File: src/inc/port0_strap_pkg.sv
// port 0 soft-strap defaults: offsets, field positions, reset values
// assumes a 32-bit avalon-mm slave with byte addresses and 16 live bits
package port0_strap_pkg;

  // ----------------------------------------------------------------
  // register byte offsets
  // ----------------------------------------------------------------
  localparam logic [4:0] ADDR_STRAP   = 5'h00;
  localparam logic [4:0] ADDR_PARTNER = 5'h04;
  localparam logic [4:0] ADDR_ADVERT  = 5'h08;
  localparam logic [4:0] ADDR_PAUSE   = 5'h0C;
  localparam logic [4:0] ADDR_STATUS  = 5'h10;

  // ----------------------------------------------------------------
  // strap word: speed/speed-polarity share bit 0, duplex pair bit 1
  // ----------------------------------------------------------------
  localparam int STRAP_RATE   = 0;
  localparam int STRAP_DUPLEX = 1;
  localparam int STRAP_BACKP  = 2;
  localparam int STRAP_FDPAUS = 3;
  localparam int STRAP_MANPAU = 4;
  localparam logic [4:0] STRAP_RESET = 5'h0F;

  // ----------------------------------------------------------------
  // virtual_phy_partner_ability and virtual_phy_advertisement fields
  // ----------------------------------------------------------------
  localparam int LP_10T_HD   = 5;
  localparam int LP_10T_FD   = 6;
  localparam int LP_100X_HD  = 7;
  localparam int LP_100X_FD  = 8;
  localparam int LP_PAUSE    = 10;
  localparam int LP_ASYM     = 11;
  localparam int ADV_SYM     = 10;
  localparam int ADV_ASYM    = 11;
  localparam logic [15:0] REG16_RESET = 16'h0000;

  // ----------------------------------------------------------------
  // port0_manual_pause_control fields
  // ----------------------------------------------------------------
  localparam int PC_BACKP = 0;
  localparam int PC_RX    = 1;
  localparam int PC_TX    = 2;
  localparam logic [2:0] PAUSE_RESET = 3'h0;

  // ----------------------------------------------------------------
  // port 0 modes and loader wait
  // ----------------------------------------------------------------
  localparam logic [1:0] MODE_MII_MAC  = 2'h0;
  localparam logic [1:0] MODE_RMII_MAC = 2'h2;
  localparam logic [1:0] MODE_RMII_PHY = 2'h3;
  localparam logic [7:0] LOAD_WAIT_CYC = 8'h40;

  typedef enum logic [1:0] {ST_LOAD, ST_APPLY, ST_RUN} load_state_t;

endpackage

File: src/core/port0_soft_strap_defaults.sv
// port 0 soft-strap defaults loader with avalon-mm register slave
// assumes the eeprom loader and all pins are synchronous to i_clk
`timescale 1ns/1ps

module port0_soft_strap_defaults (
  // clock and reset
  input  wire logic        i_clk,
  input  wire logic        i_rst_n,
  // avalon-mm slave
  input  wire logic [4:0]  i_avs_address,
  input  wire logic        i_avs_read,
  input  wire logic        i_avs_write,
  input  wire logic [31:0] i_avs_writedata,
  input  wire logic [3:0]  i_avs_byteenable,
  output logic      [31:0] o_avs_readdata,
  output logic             o_avs_waitrequest,
  // eeprom loader
  input  wire logic        i_eeprom_valid,
  input  wire logic [4:0]  i_eeprom_straps,
  input  wire logic        i_eeprom_done,
  // port 0 link status
  input  wire logic [1:0]  i_port0_mode,
  input  wire logic        i_vaneg_failed,
  input  wire logic        i_vaneg_rate_100,
  input  wire logic        i_link_full_duplex,
  // port 0 outputs
  output logic             o_port0_rate_indicator_pin,
  output logic             o_port0_duplexity_indicator_pin,
  output logic             o_port0_rate_100,
  output logic             o_port0_backpressure_enable_bit,
  output logic             o_port0_rx_pause_enable_bit,
  output logic             o_port0_tx_pause_enable_bit,
  output logic      [1:0]  o_adv_pause,
  output logic             o_defaults_ready
);

  // ----------------------------------------------------------------
  // helpers
  // ----------------------------------------------------------------
  function automatic logic [15:0] partner_default(input logic [4:0] s);
    logic [15:0] v;
    v = port0_strap_pkg::REG16_RESET;
    v[port0_strap_pkg::LP_100X_FD] = s[port0_strap_pkg::STRAP_RATE] & s[port0_strap_pkg::STRAP_DUPLEX];
    v[port0_strap_pkg::LP_100X_HD] = s[port0_strap_pkg::STRAP_RATE] & ~s[port0_strap_pkg::STRAP_DUPLEX];
    v[port0_strap_pkg::LP_10T_FD]  = ~s[port0_strap_pkg::STRAP_RATE] & s[port0_strap_pkg::STRAP_DUPLEX];
    v[port0_strap_pkg::LP_10T_HD]  = ~s[port0_strap_pkg::STRAP_RATE] & ~s[port0_strap_pkg::STRAP_DUPLEX];
    v[port0_strap_pkg::LP_PAUSE]   = s[port0_strap_pkg::STRAP_FDPAUS];
    v[port0_strap_pkg::LP_ASYM]    = s[port0_strap_pkg::STRAP_FDPAUS];
    return v;
  endfunction

  function automatic logic polarity(input logic pol, input logic val);
    return pol ? val : ~val;
  endfunction

  function automatic logic [15:0] merge16(input logic [15:0] old, input logic [15:0] wd,
                                          input logic [1:0] be);
    return {be[1] ? wd[15:8] : old[15:8], be[0] ? wd[7:0] : old[7:0]};
  endfunction

  // ----------------------------------------------------------------
  // state
  // ----------------------------------------------------------------
  port0_strap_pkg::load_state_t state_r;
  logic [4:0]  strap_r;
  logic [7:0]  wait_r;
  logic [15:0] partner_r;
  logic [15:0] advert_r;
  logic [15:0] pause_nxt;
  logic [2:0]  pause_r;
  logic        ack_r;
  logic        run;
  logic        req;
  logic        wr_hit;
  logic        rd_go;
  logic        rate_100;
  logic        mac_rmii;
  logic        mac_any;
  logic        live_r;

  assign run      = (state_r == port0_strap_pkg::ST_RUN);
  assign req      = i_avs_read | i_avs_write;
  assign wr_hit   = i_avs_write & ack_r;
  assign rd_go    = req & ~ack_r & run;
  assign mac_rmii = (i_port0_mode == port0_strap_pkg::MODE_RMII_MAC);
  assign mac_any  = mac_rmii | (i_port0_mode == port0_strap_pkg::MODE_MII_MAC);
  assign rate_100 = i_vaneg_failed ? strap_r[port0_strap_pkg::STRAP_RATE] : i_vaneg_rate_100;
  assign pause_nxt = merge16({13'h0000, pause_r}, i_avs_writedata[15:0], i_avs_byteenable[1:0]);

  // ----------------------------------------------------------------
  // load sequencer
  // ----------------------------------------------------------------
  // a silent loader must not hang the port: after the wait, defaults apply
  always_ff @(posedge i_clk) begin
    if (!i_rst_n) begin
      state_r <= port0_strap_pkg::ST_LOAD;
      wait_r  <= 8'h00;
    end else begin
      case (state_r)
        port0_strap_pkg::ST_LOAD: begin
          wait_r <= wait_r + 8'h01;
          if (i_eeprom_done || wait_r == port0_strap_pkg::LOAD_WAIT_CYC - 8'h01) begin
            state_r <= port0_strap_pkg::ST_APPLY;
          end
        end
        port0_strap_pkg::ST_APPLY: state_r <= port0_strap_pkg::ST_RUN;
        port0_strap_pkg::ST_RUN:   state_r <= port0_strap_pkg::ST_RUN;
        default:                   state_r <= port0_strap_pkg::ST_LOAD;
      endcase
    end
  end

  // straps are frozen once applied; the loader only acts while loading
  always_ff @(posedge i_clk) begin
    if (!i_rst_n) begin
      strap_r <= port0_strap_pkg::STRAP_RESET;
    end else if (state_r == port0_strap_pkg::ST_LOAD && i_eeprom_valid) begin
      strap_r <= i_eeprom_straps;
    end
  end

  // ----------------------------------------------------------------
  // target registers
  // ----------------------------------------------------------------
  always_ff @(posedge i_clk) begin
    if (!i_rst_n) begin
      partner_r <= port0_strap_pkg::REG16_RESET;
    end else if (state_r == port0_strap_pkg::ST_APPLY) begin
      partner_r <= partner_default(strap_r);
    end else if (wr_hit && i_avs_address == port0_strap_pkg::ADDR_PARTNER) begin
      partner_r <= merge16(partner_r, i_avs_writedata[15:0], i_avs_byteenable[1:0]);
    end
  end

  always_ff @(posedge i_clk) begin
    if (!i_rst_n) begin
      advert_r <= port0_strap_pkg::REG16_RESET;
    end else if (state_r == port0_strap_pkg::ST_APPLY) begin
      advert_r <= port0_strap_pkg::REG16_RESET;
      advert_r[port0_strap_pkg::ADV_SYM]  <= strap_r[port0_strap_pkg::STRAP_MANPAU];
      advert_r[port0_strap_pkg::ADV_ASYM] <= strap_r[port0_strap_pkg::STRAP_MANPAU];
    end else if (wr_hit && i_avs_address == port0_strap_pkg::ADDR_ADVERT) begin
      advert_r <= merge16(advert_r, i_avs_writedata[15:0], i_avs_byteenable[1:0]);
    end
  end

  always_ff @(posedge i_clk) begin
    if (!i_rst_n) begin
      pause_r <= port0_strap_pkg::PAUSE_RESET;
    end else if (state_r == port0_strap_pkg::ST_APPLY) begin
      pause_r[port0_strap_pkg::PC_BACKP] <= strap_r[port0_strap_pkg::STRAP_BACKP];
      pause_r[port0_strap_pkg::PC_RX]    <= strap_r[port0_strap_pkg::STRAP_FDPAUS];
      pause_r[port0_strap_pkg::PC_TX]    <= strap_r[port0_strap_pkg::STRAP_FDPAUS];
    end else if (wr_hit && i_avs_address == port0_strap_pkg::ADDR_PAUSE) begin
      pause_r <= pause_nxt[2:0];
    end
  end

  // ----------------------------------------------------------------
  // avalon-mm slave
  // ----------------------------------------------------------------
  // one wait state per access; the bus stalls until the defaults are applied
  always_ff @(posedge i_clk) begin
    if (!i_rst_n) begin
      ack_r <= 1'b0;
    end else begin
      ack_r <= rd_go;
    end
  end

  assign o_avs_waitrequest = ~ack_r;

  always_ff @(posedge i_clk) begin
    if (!i_rst_n) begin
      o_avs_readdata <= 32'h00000000;
    end else if (rd_go) begin
      case (i_avs_address)
        port0_strap_pkg::ADDR_STRAP:   o_avs_readdata <= {27'h0000000, strap_r};
        port0_strap_pkg::ADDR_PARTNER: o_avs_readdata <= {16'h0000, partner_r};
        port0_strap_pkg::ADDR_ADVERT:  o_avs_readdata <= {16'h0000, advert_r};
        port0_strap_pkg::ADDR_PAUSE:   o_avs_readdata <= {29'h00000000, pause_r};
        port0_strap_pkg::ADDR_STATUS:  o_avs_readdata <= {29'h00000000, i_vaneg_failed, rate_100, run};
        default:                       o_avs_readdata <= 32'h00000000;
      endcase
    end
  end

  // ----------------------------------------------------------------
  // port 0 outputs
  // ----------------------------------------------------------------
  // pins are idle low outside the mac modes that own them
  always_ff @(posedge i_clk) begin
    if (!i_rst_n) begin
      o_port0_rate_indicator_pin      <= 1'b0;
      o_port0_duplexity_indicator_pin <= 1'b0;
      o_port0_rate_100                <= 1'b0;
    end else begin
      o_port0_rate_100 <= rate_100;
      o_port0_rate_indicator_pin <= mac_rmii & polarity(strap_r[port0_strap_pkg::STRAP_RATE], rate_100);
      o_port0_duplexity_indicator_pin <= mac_any &
        polarity(strap_r[port0_strap_pkg::STRAP_DUPLEX], i_link_full_duplex);
    end
  end

  assign o_port0_backpressure_enable_bit = pause_r[port0_strap_pkg::PC_BACKP];
  assign o_port0_rx_pause_enable_bit     = pause_r[port0_strap_pkg::PC_RX];
  assign o_port0_tx_pause_enable_bit     = pause_r[port0_strap_pkg::PC_TX];
  assign o_adv_pause = {advert_r[port0_strap_pkg::ADV_ASYM], advert_r[port0_strap_pkg::ADV_SYM]};
  assign o_defaults_ready = run;

  // ----------------------------------------------------------------
  // assertions
  // ----------------------------------------------------------------
  // low on the first edge out of reset, so pin checks never judge reset values
  always_ff @(posedge i_clk) begin
    if (!i_rst_n) begin
      live_r <= 1'b0;
    end else begin
      live_r <= 1'b1;
    end
  end

  property p_partner_rate;
    @(posedge i_clk) disable iff (!i_rst_n)
    state_r == port0_strap_pkg::ST_APPLY |=>
      partner_r[port0_strap_pkg::LP_100X_HD] == ($past(strap_r[0]) & ~$past(strap_r[1]));
  endproperty
  a_partner_rate: assert property (p_partner_rate) else $error("rate bits not from strap");

  property p_fallback;
    @(posedge i_clk) disable iff (!i_rst_n || !live_r)
    i_vaneg_failed |=> o_port0_rate_100 == $past(strap_r[port0_strap_pkg::STRAP_RATE]);
  endproperty
  a_fallback: assert property (p_fallback) else $error("fallback speed not strap");

  property p_rate_pin;
    @(posedge i_clk) disable iff (!i_rst_n || !live_r)
    mac_rmii ##1 1'b1 |-> o_port0_rate_indicator_pin == ($past(strap_r[0]) ~^ $past(rate_100));
  endproperty
  a_rate_pin: assert property (p_rate_pin) else $error("rate pin polarity wrong");

  property p_strap_frozen;
    @(posedge i_clk) disable iff (!i_rst_n)
    run |=> $stable(strap_r) && o_defaults_ready;
  endproperty
  a_strap_frozen: assert property (p_strap_frozen) else $error("shared strap bits moved");

  property p_partner_duplex;
    @(posedge i_clk) disable iff (!i_rst_n)
    state_r == port0_strap_pkg::ST_APPLY |=>
      partner_r[port0_strap_pkg::LP_10T_FD] == (~$past(strap_r[0]) & $past(strap_r[1]));
  endproperty
  a_partner_duplex: assert property (p_partner_duplex) else $error("duplex bits not from strap");

  property p_duplex_pin;
    @(posedge i_clk) disable iff (!i_rst_n || !live_r)
    mac_any |=> o_port0_duplexity_indicator_pin == ($past(strap_r[1]) ~^ $past(i_link_full_duplex));
  endproperty
  a_duplex_pin: assert property (p_duplex_pin) else $error("duplex pin polarity wrong");

  property p_backp;
    @(posedge i_clk) disable iff (!i_rst_n)
    state_r == port0_strap_pkg::ST_APPLY |=> o_port0_backpressure_enable_bit == $past(strap_r[2]);
  endproperty
  a_backp: assert property (p_backp) else $error("backpressure default wrong");

  property p_fd_pause;
    @(posedge i_clk) disable iff (!i_rst_n)
    state_r == port0_strap_pkg::ST_APPLY |=>
      o_port0_rx_pause_enable_bit == $past(strap_r[3]) && o_port0_tx_pause_enable_bit == $past(strap_r[3]);
  endproperty
  a_fd_pause: assert property (p_fd_pause) else $error("pause enables default wrong");

  property p_lp_pause;
    @(posedge i_clk) disable iff (!i_rst_n)
    state_r == port0_strap_pkg::ST_APPLY |=>
      partner_r[port0_strap_pkg::LP_PAUSE] == $past(strap_r[3]) && partner_r[port0_strap_pkg::LP_ASYM] == $past(strap_r[3]);
  endproperty
  a_lp_pause: assert property (p_lp_pause) else $error("partner pause default wrong");

  property p_adv;
    @(posedge i_clk) disable iff (!i_rst_n)
    state_r == port0_strap_pkg::ST_APPLY |=> o_adv_pause == {2{$past(strap_r[4])}};
  endproperty
  a_adv: assert property (p_adv) else $error("advert pause default wrong");

  property p_loader;
    @(posedge i_clk) disable iff (!i_rst_n)
    state_r == port0_strap_pkg::ST_LOAD && i_eeprom_valid |=> strap_r == $past(i_eeprom_straps);
  endproperty
  a_loader: assert property (p_loader) else $error("loader value not taken");

  property p_write_wins;
    @(posedge i_clk) disable iff (!i_rst_n)
    wr_hit && i_avs_address == port0_strap_pkg::ADDR_PAUSE && i_avs_byteenable[0] |=>
      pause_r == $past(i_avs_writedata[2:0]) ##1 !run || pause_r == $past(pause_r) || ack_r;
  endproperty
  a_write_wins: assert property (p_write_wins) else $error("software write lost");

  property p_answer;
    @(posedge i_clk) disable iff (!i_rst_n)
    run && req |-> ##[0:1] !o_avs_waitrequest;
  endproperty
  a_answer: assert property (p_answer) else $error("bus answer late");

  property p_partner_onehot;
    @(posedge i_clk) disable iff (!i_rst_n)
    state_r == port0_strap_pkg::ST_APPLY |=>
      $onehot({partner_r[port0_strap_pkg::LP_100X_FD], partner_r[port0_strap_pkg::LP_100X_HD],
               partner_r[port0_strap_pkg::LP_10T_FD], partner_r[port0_strap_pkg::LP_10T_HD]});
  endproperty
  a_partner_onehot: assert property (p_partner_onehot) else $error("ability bits not one-hot");

  property p_partner_full;
    @(posedge i_clk) disable iff (!i_rst_n)
    state_r == port0_strap_pkg::ST_APPLY |=>
      partner_r[port0_strap_pkg::LP_100X_FD] == ($past(strap_r[0]) & $past(strap_r[1]));
  endproperty
  a_partner_full: assert property (p_partner_full) else $error("full duplex bit not from strap");

  property p_load_bound;
    @(posedge i_clk) disable iff (!i_rst_n)
    state_r == port0_strap_pkg::ST_LOAD |-> wait_r < port0_strap_pkg::LOAD_WAIT_CYC;
  endproperty
  a_load_bound: assert property (p_load_bound) else $error("load phase overran its wait");

  property p_apply_once;
    @(posedge i_clk) disable iff (!i_rst_n)
    state_r == port0_strap_pkg::ST_APPLY |=> run;
  endproperty
  a_apply_once: assert property (p_apply_once) else $error("defaults applied more than once");

  property p_rate_pin_idle;
    @(posedge i_clk) disable iff (!i_rst_n)
    !mac_rmii |=> !o_port0_rate_indicator_pin;
  endproperty
  a_rate_pin_idle: assert property (p_rate_pin_idle) else $error("rate pin driven outside rmii mac");

  property p_duplex_pin_idle;
    @(posedge i_clk) disable iff (!i_rst_n)
    !mac_any |=> !o_port0_duplexity_indicator_pin;
  endproperty
  a_duplex_pin_idle: assert property (p_duplex_pin_idle) else $error("duplex pin driven outside mac");

endmodule // port0_soft_strap_defaults

File: config.mk
export PLATFORM = sky130hd
export DESIGN_NAME = port0_soft_strap_defaults
export DESIGN_NICKNAME = d
export VERILOG_FILES = /design/src/inc/port0_strap_pkg.sv /design/src/core/port0_soft_strap_defaults.sv
export SDC_FILE = /design/constraint.sdc
export NUM_CORES = 1
export LEC_CHECK = 0
export BUFFER_PORTS_ARGS = -buffer_cell sky130_fd_sc_hd__buf_2
export CAP_MARGIN = 20
export CORE_MARGIN = 2
export CORE_UTILIZATION = 45
export DETAILED_ROUTE_END_ITERATION = 10
export PLACE_DENSITY = 0.79
export REMOVE_ABC_BUFFERS = 1
export SETUP_SLACK_MARGIN = 0.2
export SYNTH_ARGS = -nofsm -noshare
export SYNTH_HDL_FRONTEND = slang
export SYNTH_SLANG_ARGS = --single-unit
File: constraint.sdc
create_clock -name i_clk -period 3.9 [get_ports i_clk]
set_clock_uncertainty 0.1 [all_clocks]
set_input_delay 0.195 -clock i_clk [delete_from_list [all_inputs] [get_ports i_clk]]
set_output_delay 0.195 -clock i_clk [all_outputs]
set_load 0.1 [all_outputs]
==> results of run 1 <==
[cells in the mapped netlist, types with 10 or more instances]
cell type  count
buf_4         18
o2bb2ai_1     14
nand2_1       15
nand3_1       11
nor3_1        11
o21ai_0       10
mux2i_1       40
nor2_1        44
a22oi_1       11
clkbuf_1      13
dfxtp_1       70
a21oi_1       12
[registers in the layout, indices dropped and copies added (netlist names)]
signal                           flops
advert_r                            16
o_avs_readdata                      16
partner_r                           16
wait_r                               8
strap_r                              5
pause_r                              3
state_r                              2
ack_r                                1
o_port0_duplexity_indicator_pin      1
o_port0_rate_100                     1
o_port0_rate_indicator_pin           1
[report_power, final]
group          switching [mW]  internal, mW  total [mW]
Sequential             0.0676         0.798       0.866
Clock                   0.268         0.329       0.597
Combinational           0.526         0.172       0.699
[metal layers]
metal | track usage | up-vias | part of all wire
met1 | 0.227 | 1185 | 0.44
met3 | 0.0626 | 9 | 0.079
li1 | - | 1246 | -
met4 | 0.0511 | 0 | 0.012
met2 | 0.325 | 93 | 0.47
met5 | 0 | - | 0
[through the flow]
| step | cells | area, um2 | utilization |
|---|---|---|---|
| after floorplan | 306 | 2940 | - |
| after global placement | 451 | 3360 | 0.501 |
| after detailed placement | 451 | 3360 | 0.501 |
| after CTS | 471 | 3610 | 0.538 |
| after global routing | 472 | 3630 | 0.540 |
| final | 472 | 3630 | 0.540 |
[critical path: cells and delay by family (launching register included)]
kind                       cells  cell delay, ns
adders and majority gates      1            0.43
buffers and inverters          2            0.38
DFF                            1            0.33
and+or+nand+nor                2            0.80
[cell families (layout without fill, tap and decap cells)]
kind of cell / after synthesis / after routing
other cells: 1 / 16
simple gates: 99 / 99
buf+inv: 44 / 94
flops: 70 / 70
mux: 40 / 40
compound gates: 61 / 61
fa+ha+maj: 5 / 5
xor+xnor: 7 / 7
[final cells by class]
type,instances,share of cell area
Multi-Input combinational cell,228,0.415
Sequential cell,70,0.386
Timing Repair Buffer,70,0.105
Clock buffer,11,0.0418
Tap cell,80,0.0276
Clock inverter,5,0.0159
Inverter,8,0.00828
[how the worst min path moves through the flow]
| stage | to | cells past startpoint | startpoint | slack [ns] |
|---|---|---|---|---|
| 2_1_floorplan | strap_r[0] | 1 | i_rst_n | 0.17 |
| 3_3_place_gp | o_port0_rate_indicator_pin | 2 | i_port0_mode[0] | 0.28 |
| 3_5_place_dp | o_port0_rate_indicator_pin | 2 | i_port0_mode[0] | 0.28 |
| 4_1_cts | strap_r[0] | 3 | i_eeprom_straps[0] | 0.003 |
| 5_1_grt | partner_r[13] | 3 | i_avs_writedata[13] | 0.01 |
| 6_report | advert_r[5] | 3 | i_avs_writedata[5] | 0.01 |
==> impl_summary.txt, run 1 <==
----------------------------------------------------
[Outcome]
  Outcome ... finished clean

[Critical path]
  Number of cells on the worst reg-to-reg path ... 5
  Critical path origin ... state_r[1]
  Cell with the biggest individual delay on the critical path ... nand2_1
  Worst path cell trace ... inv_1 -> ha_1 -> inv_1 -> nand2_1 -> nor2_1
  Max Fanout on Critical Path ... 24
  Worst Setup Path Type ... flop to flop
  Startpoint Class ... flop
  R2r startpoint ... state_r[1]
  Minimum setup slack among reg-to-reg paths ... 1.71 ns
  CP max stage delay ... 0.68 ns
  Critical Path End Type ... flop
  Critical Path AT ... 2.28 ns
  End of the worst register-to-register path ... partner_r[4]
  Worst Path Required ... 3.99 ns
  Crit-path most repeated cell ... inv_1
  Worst setup path endpoint ... partner_r[4]

[Global route]
  Largest net degree at the start of global routing ... 25
  Global routing usage summed across all routing layers ... 0.189
  Vias in the first global route ... around 2400
  Number of antenna violations at the first check in global routing ... 0
  GRT overflow ... 0
  Global-route wire length before repair ... approximately 11 mm

[Timing]
  Final setup violation count ... 0
  Worst Tran Pin Value ... 0.835 ns
  Post-route minimum period ... 2.19 ns
  Worst hold margin ... 0.0145 ns
  Crit share post-route ... 0.562
  Headroom to the max-slew limit ... 0.441
  Final number of hold-violating endpoints ... 0
  Final worst slack ... 1.71 ns
  Number of pins with negative max-slew slack in the final report ... 0
  Unrepaired setup endpoints after global routing ... false
  Total negative slack for setup checks ... 0 ns
  Fmax ... between 400 and 500 MHz

[Floorplan]
  Number of cell rows ... 30
  Number of top-level pins ... between 90 and 100
  Die footprint ... between 7000 and 8000 um2
  Placeable Area ... 6720 um2
  Starting utilization of the core area ... 0.460
  Chip Height ... 86.9 um
  Width of the die ... 86.9 um

[CTS]
  Hold-fix buffers, CTS ... 4
  Clock network latency to the later pin of the worst-skew pair ... 0.34 ns
  Post-CTS clock slew at the launch and capture registers of the worst setup and hold paths ... about 0.07 ns
  Clock tree from TritonCTS ... done
  Number of buffers added for setup after CTS ... 0
  Total clock buffers created by CTS ... 9
  Count of instances resized after the clock tree is built ... 0
  CTS Buffer Depth ... 2
  TritonCTS sink count ... 70
  Root Buffer ... clkbuf_8
  H-tree depth ... 3

[Cells and area]
  Commonest cells after routing, fill and taps aside ... 70 x dfxtp_1, 64 x buf_2, 44 x nor2_1, 40 x mux2i_1, 16 x conb_1
  Most common cell after layout, fill and taps aside ... dfxtp_1
  Fraction of layout instances using a drive strength above 1 ... 0.222
  Final antenna diode count ... 0
  Area occupied by registers ... 1400 um2
  # fillers ... 625
  Combined area of the multi-input logic cells ... 1500 um2
  Total number of nets in the final design ... 449
  Area growth from synthesis to layout ... 17.3%

[Route]
  # DRC ... 0
  Detailed Route Iter0 Violations ... 119
  Post-Route WL ... 6.88 mm
  Average wire length per cell after detail routing ... between 10 and 15 um
  Routed vias ... around 2500
  1st-pass router iterations ... 4
  Number of vias per cell after detailed routing ... between 5 and 6
  Number of nets with antenna violations after routing ... 0

[Synth]
  Synth Area in Simple Gates ... 0.157
  Sequential cell area fraction in the yosys report ... 0.453
  Flip-flop cell with the highest count after synthesis ... dfxtp_1
  Syn Inst Count ... 327
  Share of Yosys cell area claimed by the top area cell type ... 0.453
  Largest cells by area after synthesis ... dfxtp_1 45%, mux2i_1 13%, nor2_1 5.3%
  Mux contribution to synthesized area ... 0.130
  Cell accounting for the most synthesized area ... dfxtp_1
  Post-synthesis register bit count ... 70
  Combinational family with the most area after synthesis ... simple AND/OR/NAND/NOR gates
  Synth Area in XOR/XNOR ... 0.0198
  Adder-cell share of the synthesized area ... 0.0202
  Number of flops mapped to enable cells by yosys ... 0
  Post-synthesis compound-gate area fraction ... 0.140
  Number of distinct library cell variants in the gate-level netlist after synthesis ... 39
  Share of synthesized flip-flops with an asynchronous set or reset ... 0
  Cell area after technology mapping ... 3090 um2
  Avg Synthesized Cell Area ... 9.45 um2
  Yosys synthesis warning count ... 0

[Power]
  VDD IR max ... roughly 0.00024 V
  Total power of the final layout ... 2.16 mW
  Leakage power summed over all cells ... 1.44 nW
  Cell area power density ... ~600 nW/um2

[Placement]
  Final weighted congestion in routability-driven placement ... between 0.8 and 0.9
  Detailed placement HPWL ... 4.90 mm
  Pre-CTS setup slack ... 1.55 ns
  Port Buf Inserts ... 64

[Hold path]
  Class of the worst hold path ... primary input to flop

[Flow run]
  Number of max-capacitance violations reported ... 0

----------------------------------------------------
Power figures use the tool's default switching activity.
==> run 2: changes to the inputs <==
PLACE_DENSITY = 0.82   (was 0.79)
clock period = 2 ns   (was 3.9 ns; I/O delays follow)
==> impl_summary.txt, run 2 (same netlist as run 1, synthesis figures left out) <==
----------------------------------------------------
[Critical path]
  Startpoint Class ... primary input
  Critical Path AT ... 1.93 ns
  Critical Path End Type ... flop
  Worst Path Required ... ~2.2 ns
  Max Fanout on Critical Path ... 18
  End of the worst register-to-register path ... o_avs_readdata[8]
  Number of cells on the worst reg-to-reg path ... 6
  R2r startpoint ... state_r[0]
  Worst Setup Path Type ... primary input to flop
  Minimum setup slack among reg-to-reg paths ... 0.29 ns

[Placement]
  Detailed placement HPWL ... 5.13 mm
  Final weighted congestion in routability-driven placement ... 0.824
  Port Buf Inserts ... between 60 and 70

[Floorplan]
  Die footprint ... 7550 um2
  Starting utilization of the core area ... 0.460
  Width of the die ... ~87 um
  Chip Height ... 86.9 um
  Number of cell rows ... 30
  Number of top-level pins ... 99
  Placeable Area ... 6720 um2

[Power]
  VDD IR max ... 0.000719 V
  Cell area power density ... 1110 nW/um2
  Leakage power summed over all cells ... 1.63 nW

[Timing]
  Post-route minimum period ... around 1.7 ns
  Worst hold margin ... 0.00654 ns
  Fmax ... 575 MHz
  Unrepaired setup endpoints after global routing ... true
  Final setup violation count ... 0
  Crit share post-route ... 0.869
  Final number of hold-violating endpoints ... 0
  Number of pins with negative max-slew slack in the final report ... 0

[Route]
  Post-Route WL ... 7.65 mm
  Detailed Route Iter0 Violations ... 188
  1st-pass router iterations ... 4
  Routed vias ... 2694
  Number of vias per cell after detailed routing ... 5.28
  Average wire length per cell after detail routing ... 15.0 um
  Number of nets with antenna violations after routing ... 0
  # DRC ... 0

[CTS]
  Number of buffers added for setup after CTS ... 0
  CTS Buffer Depth ... 2
  Total clock buffers created by CTS ... 9
  Clock network latency to the later pin of the worst-skew pair ... roughly 0.35 ns
  Root Buffer ... clkbuf_8
  Post-CTS clock slew at the launch and capture registers of the worst setup and hold paths ... around 0.070 ns
  H-tree depth ... 3
  Clock tree from TritonCTS ... done
  TritonCTS sink count ... 70

[Hold path]
  Endpoint with the worst hold slack ... advert_r[10]
  Hold depth ... 3
  Class of the worst hold path ... primary input to flop
  Startpoint of the tightest hold check path ... i_avs_writedata[10]

[Cells and area]
  Biggest registers after layout ... advert_r x16, o_avs_readdata x16, partner_r x16
  Fraction of layout instances using a drive strength above 1 ... 0.240
  Most common cell after layout, fill and taps aside ... dfxtp_1
  Total number of nets in the final design ... 488
  Final cell utilization of the core ... 0.594
  Commonest cells after routing, fill and taps aside ... 70 x dfxtp_1, 63 x buf_2, 44 x nor2_1, 40 x mux2i_1, 29 x dlygate4sd3_1
  Final antenna diode count ... 0
  Area growth from synthesis to layout ... 29.0%

[Global route]
  Vias in the first global route ... ~2600
  Global-route wire length before repair ... 12.0 mm
  GRT overflow ... 0
  Number of antenna violations at the first check in global routing ... 0
  Largest net degree at the start of global routing ... 19
  Global routing usage summed across all routing layers ... 0.206

[Flow run]
  Number of max-capacitance violations reported ... 0

[Outcome]
  Outcome ... finished clean

----------------------------------------------------
## run 2: report_power, final
group	internal (mW)	leakage, nW	switching (mW)
logic	0.438	0.952	1.07
clock network	0.695	0.105	0.543
registers	1.56	0.568	0.138
## run 2: metal layers
metal,vias up,share of wire,global-route usage
li1,1330,-,-
met1,1272,0.46,0.256
met2,81,0.48,0.346
met3,11,0.041,0.0408
met4,0,0.019,0.0923
met5,-,0,0
## run 2: worst max-delay path by stage
stage                     cells after the start  slack [ns]                         end              from
after floorplan                               5       -0.37           o_avs_readdata[0]        state_r[0]
after global placement                        6        0.12                  pause_r[2]  i_avs_address[1]
after detailed placement                      6        0.05                partner_r[8]  i_avs_address[1]
after CTS                                     4        0.22            o_defaults_ready        state_r[0]
after global routing                          6        0.14  o_port0_rate_indicator_pin           i_rst_n
final                                         6        0.26  o_port0_rate_indicator_pin           i_rst_n
## run 2: cell type report
class                   instances  area (um2)
flip-flops and latches         70        1400
fillers                       581        2730
inverters                       8        30.0
repair buffers                109         733
multi-input cells             228        1510
clock buffers                   9         124
clock inverters                 6        86.3
well taps                      80         100
## run 2: critical path, cell delays in order
cell	delay, ns
dlygate4sd3_1	0.53
buf_2	0.19
clkinv_1	0.09
buf_4	0.21
nor4b_2	0.24
dlygate4sd3_1	0.57
## run 2: what timing repair did
action                     in CTS  in global routing
hold endpoints to repair       38                  0
hold buffers                   29                  0
resized for setup               1                  4
setup endpoints to repair      16                 17
## run 2: stage by stage
step                      setup WS [ns]  cell area [um2]  TNS (ns)  total power [mW]  std cells
after global placement            0.118             3480         0              3.10        466
after floorplan                  -0.371             2940     -7.57              2.78        306
after detailed placement         0.0530             3480         0              3.15        466
final                             0.262             3990         0              4.44        510
after global routing              0.142             3990         0              4.64        510
after CTS                         0.219             3980         0              4.43        510
==> run 3: changes to the inputs <==
ABC_AREA = 1   (was default)
PLACE_DENSITY = 0.81   (was 0.82)
==> impl_summary.txt, run 3 <==
----------------------------------------------------
[Floorplan]
  Number of cell rows ... 31
  Starting utilization of the core area ... 0.461
  Chip Height ... 89.8 um
  Placeable Area ... just over 7000 um2
  Number of top-level pins ... 99
  Width of the die ... approximately 90 um
  Die footprint ... 8060 um2

[CTS]
  Post-CTS clock slew at the launch and capture registers of the worst setup and hold paths ... roughly 0.08 ns
  Root Buffer ... clkbuf_8
  H-tree depth ... 3
  Number of buffers added for setup after CTS ... 0
  Total clock buffers created by CTS ... 9
  Clock tree from TritonCTS ... done
  TritonCTS sink count ... 70
  Clock network latency to the later pin of the worst-skew pair ... approximately 0.35 ns
  CTS Buffer Depth ... 2

[Global route]
  Most used routing layer ... met2
  Largest net degree at the start of global routing ... 29
  Met2 Usage GRT ... 0.352
  Number of antenna violations at the first check in global routing ... 0
  GRT overflow ... 0
  Vias in the first global route ... 2973
  Global-route wire length before repair ... 13.8 mm
  Global routing usage summed across all routing layers ... 0.208
  Met3 demand-to-capacity share in global routing ... 0.0461
  Met1 capacity usage during global routing ... 0.260

[Cells and area]
  Commonest cells after routing, fill and taps aside ... 90 x nand2_1, 70 x dfxtp_1, 64 x buf_2, 51 x a21oi_1, 44 x inv_1
  Final antenna diode count ... 0
  Most common cell after layout, fill and taps aside ... nand2_1
  Biggest registers after layout ... advert_r x16, o_avs_readdata x16, partner_r x16
  Area growth from synthesis to layout ... 24.5%
  Total number of nets in the final design ... 592
  # fillers ... 667
  Number of cells in the finished layout apart from fillers ... 634
  Fraction of layout instances using a drive strength above 1 ... 0.194

[Power]
  Leakage power summed over all cells ... 1.76 nW
  Total power of the final layout ... 4.23 mW
  Cell area power density ... 1030 nW/um2
  VDD IR max ... 0.00104 V

[Flow run]
  Number of max-capacitance violations reported ... 0

[Synth]
  Commonest cells in the synthesized netlist ... 90 x nand2_1, 70 x dfxtp_1, 51 x a21oi_1
  Sequential cell area fraction in the yosys report ... 0.423
  Share of synthesized flip-flops with an asynchronous set or reset ... 0
  Cell accounting for the most synthesized area ... dfxtp_1
  Cell area after technology mapping ... 3310 um2
  Avg Synthesized Cell Area ... 7.47 um2
  Number of distinct library cell variants in the gate-level netlist after synthesis ... 35
  Flip-flop cell with the highest count after synthesis ... dfxtp_1
  Dominant cell by count in the synthesized netlist ... nand2_1
  Number of flops mapped to enable cells by yosys ... 0
  Share of Yosys cell area claimed by the top area cell type ... 0.423
  Syn Inst Count ... 443
  Largest cells by area after synthesis ... dfxtp_1 42%, nand2_1 10%, a21oi_1 7.7%
  Post-synthesis register bit count ... 70
  Yosys synthesis warning count ... 0

[Timing]
  Final number of hold-violating endpoints ... 0
  Unrepaired setup endpoints after global routing ... true
  Final setup violation count ... 0
  Crit share post-route ... 0.845
  Number of pins with negative max-slew slack in the final report ... 0
  Fmax ... 592 MHz
  Post-route minimum period ... roughly 1.7 ns
  Final worst slack ... 0.310 ns
  Total negative slack for setup checks ... 0 ns

[Critical path]
  Buffers and inverters on the worst path ... 2
  Startpoint Class ... flop
  Cell with the biggest individual delay on the critical path ... buf_2
  Critical Path AT ... 1.49 ns
  Worst path cell trace ... inv_1 -> ha_1 -> buf_2
  Worst Setup Path Type ... flop to output pin
  Worst Path Required ... 1.80 ns
  Critical path origin ... state_r[0]
  CP max stage delay ... between 0.4 and 0.5 ns
  R2r startpoint ... state_r[0]
  Gate family responsible for the most delay along the worst path ... buffers and inverters
  Critical Path End Type ... output pin
  Max Fanout on Critical Path ... 4

[Route]
  Average wire length per cell after detail routing ... 13.0 um
  Number of vias per cell after detailed routing ... 5.08
  Detailed Route Iter0 Violations ... ~140
  Number of nets with antenna violations after routing ... 0
  1st-pass router iterations ... 6
  Post-Route WL ... 8.23 mm
  # DRC ... 0
  Routed vias ... 3219

[Placement]
  Final weighted congestion in routability-driven placement ... 0.931
  Cell total after placement ... 593
  Port Buf Inserts ... 64
  Pre-CTS setup slack ... roughly 0.32 ns
  Detailed placement HPWL ... 5.73 mm

[Outcome]
  Outcome ... finished clean

[Hold path]
  Class of the worst hold path ... primary input to flop
  Startpoint of the tightest hold check path ... i_rst_n

----------------------------------------------------
==> run 3: cell types whose count changed after synthesis, sizes merged, moves of 14 or more <==
| cell | before | now |
|---|---|---|
| o21ai | 10 | 25 |
| nand2 | 15 | 94 |
| inv | 7 | 47 |
| a21oi | 12 | 51 |
| nand3 | 11 | 28 |
| mux2i | 40 | 0 |
| o2bb2ai | 14 | 0 |
| nor3 | 15 | 1 |
==> run 3: where the power goes <==
group,internal [mW],switching (mW),total (mW)
clock network,0.739,0.542,1.28
logic,0.346,0.978,1.32
registers,1.53,0.0986,1.63
total,2.61,1.62,4.23
==> run 3: final cells by class <==
cell class | instances | area, um2 | area share
clock buffer | 11 | 141 | 0.0343
timing repair buffer | 98 | 638 | 0.155
sequential | 70 | 1400 | 0.340
clock inverter | 5 | 81.3 | 0.0197
inverter | 48 | 184 | 0.0446
multi-input combinational | 303 | 1550 | 0.377
tap | 99 | 124 | 0.0300
==> run 3: final timing paths <==
path,cells after the start,to,slack [ns]
worst max-delay path,3,o_defaults_ready,0.31
worst min-delay path,2,strap_r[0],0.01
worst max register to register,7,o_avs_readdata[5],0.32
worst min register to register,2,advert_r[15],0.35
==> run 3: metal layers <==
metal,part of all wire,vias up
met4,0.014,0
met1,0.44,1470
met3,0.064,16
li1,-,1618
met5,0,-
met2,0.48,115
==> run 3: stage by stage <==
step | instance area, um2 | hold slack (ns) | utilization
2_1_floorplan | 3130 | 0.0841 | -
3_3_place_gp | 3640 | 0.191 | 0.507
3_5_place_dp | 3640 | 0.194 | 0.507
4_1_cts | 4110 | 0.000202 | 0.573
5_1_grt | 4120 | 0.0286 | 0.575
6_report | 4120 | 0.0101 | 0.575
==> run 3: what timing repair did <==
item	in CTS	in global routing
resized for setup	0	4
hold endpoints to repair	33	0
setup endpoints to repair	0	12
hold buffers	25	0
==> run 3: kinds of logic (layout without fill, tap and decap cells) <==
| family | count (synthesis) | after routing | synth area share |
|---|---|---|---|
| buf+inv | 85 | 162 | 0.126 |
| xor+xnor | 1 | 1 | 0.00265 |
| compound gates | 107 | 107 | 0.180 |
| fa+ha+maj | 5 | 5 | 0.0189 |
| flops | 70 | 70 | 0.423 |
| simple gates | 174 | 174 | 0.248 |
| other cells | 1 | 16 | 0.00113 |
==> run 3: worst register-to-register path, delay by kind of cell (launching register included) <==
kind / cells / cell delay (ns)
compound gates: 2 / 0.19
fa+ha+maj: 1 / 0.26
buf+inv: 2 / 0.37
flops: 1 / 0.34
simple gates: 2 / 0.30
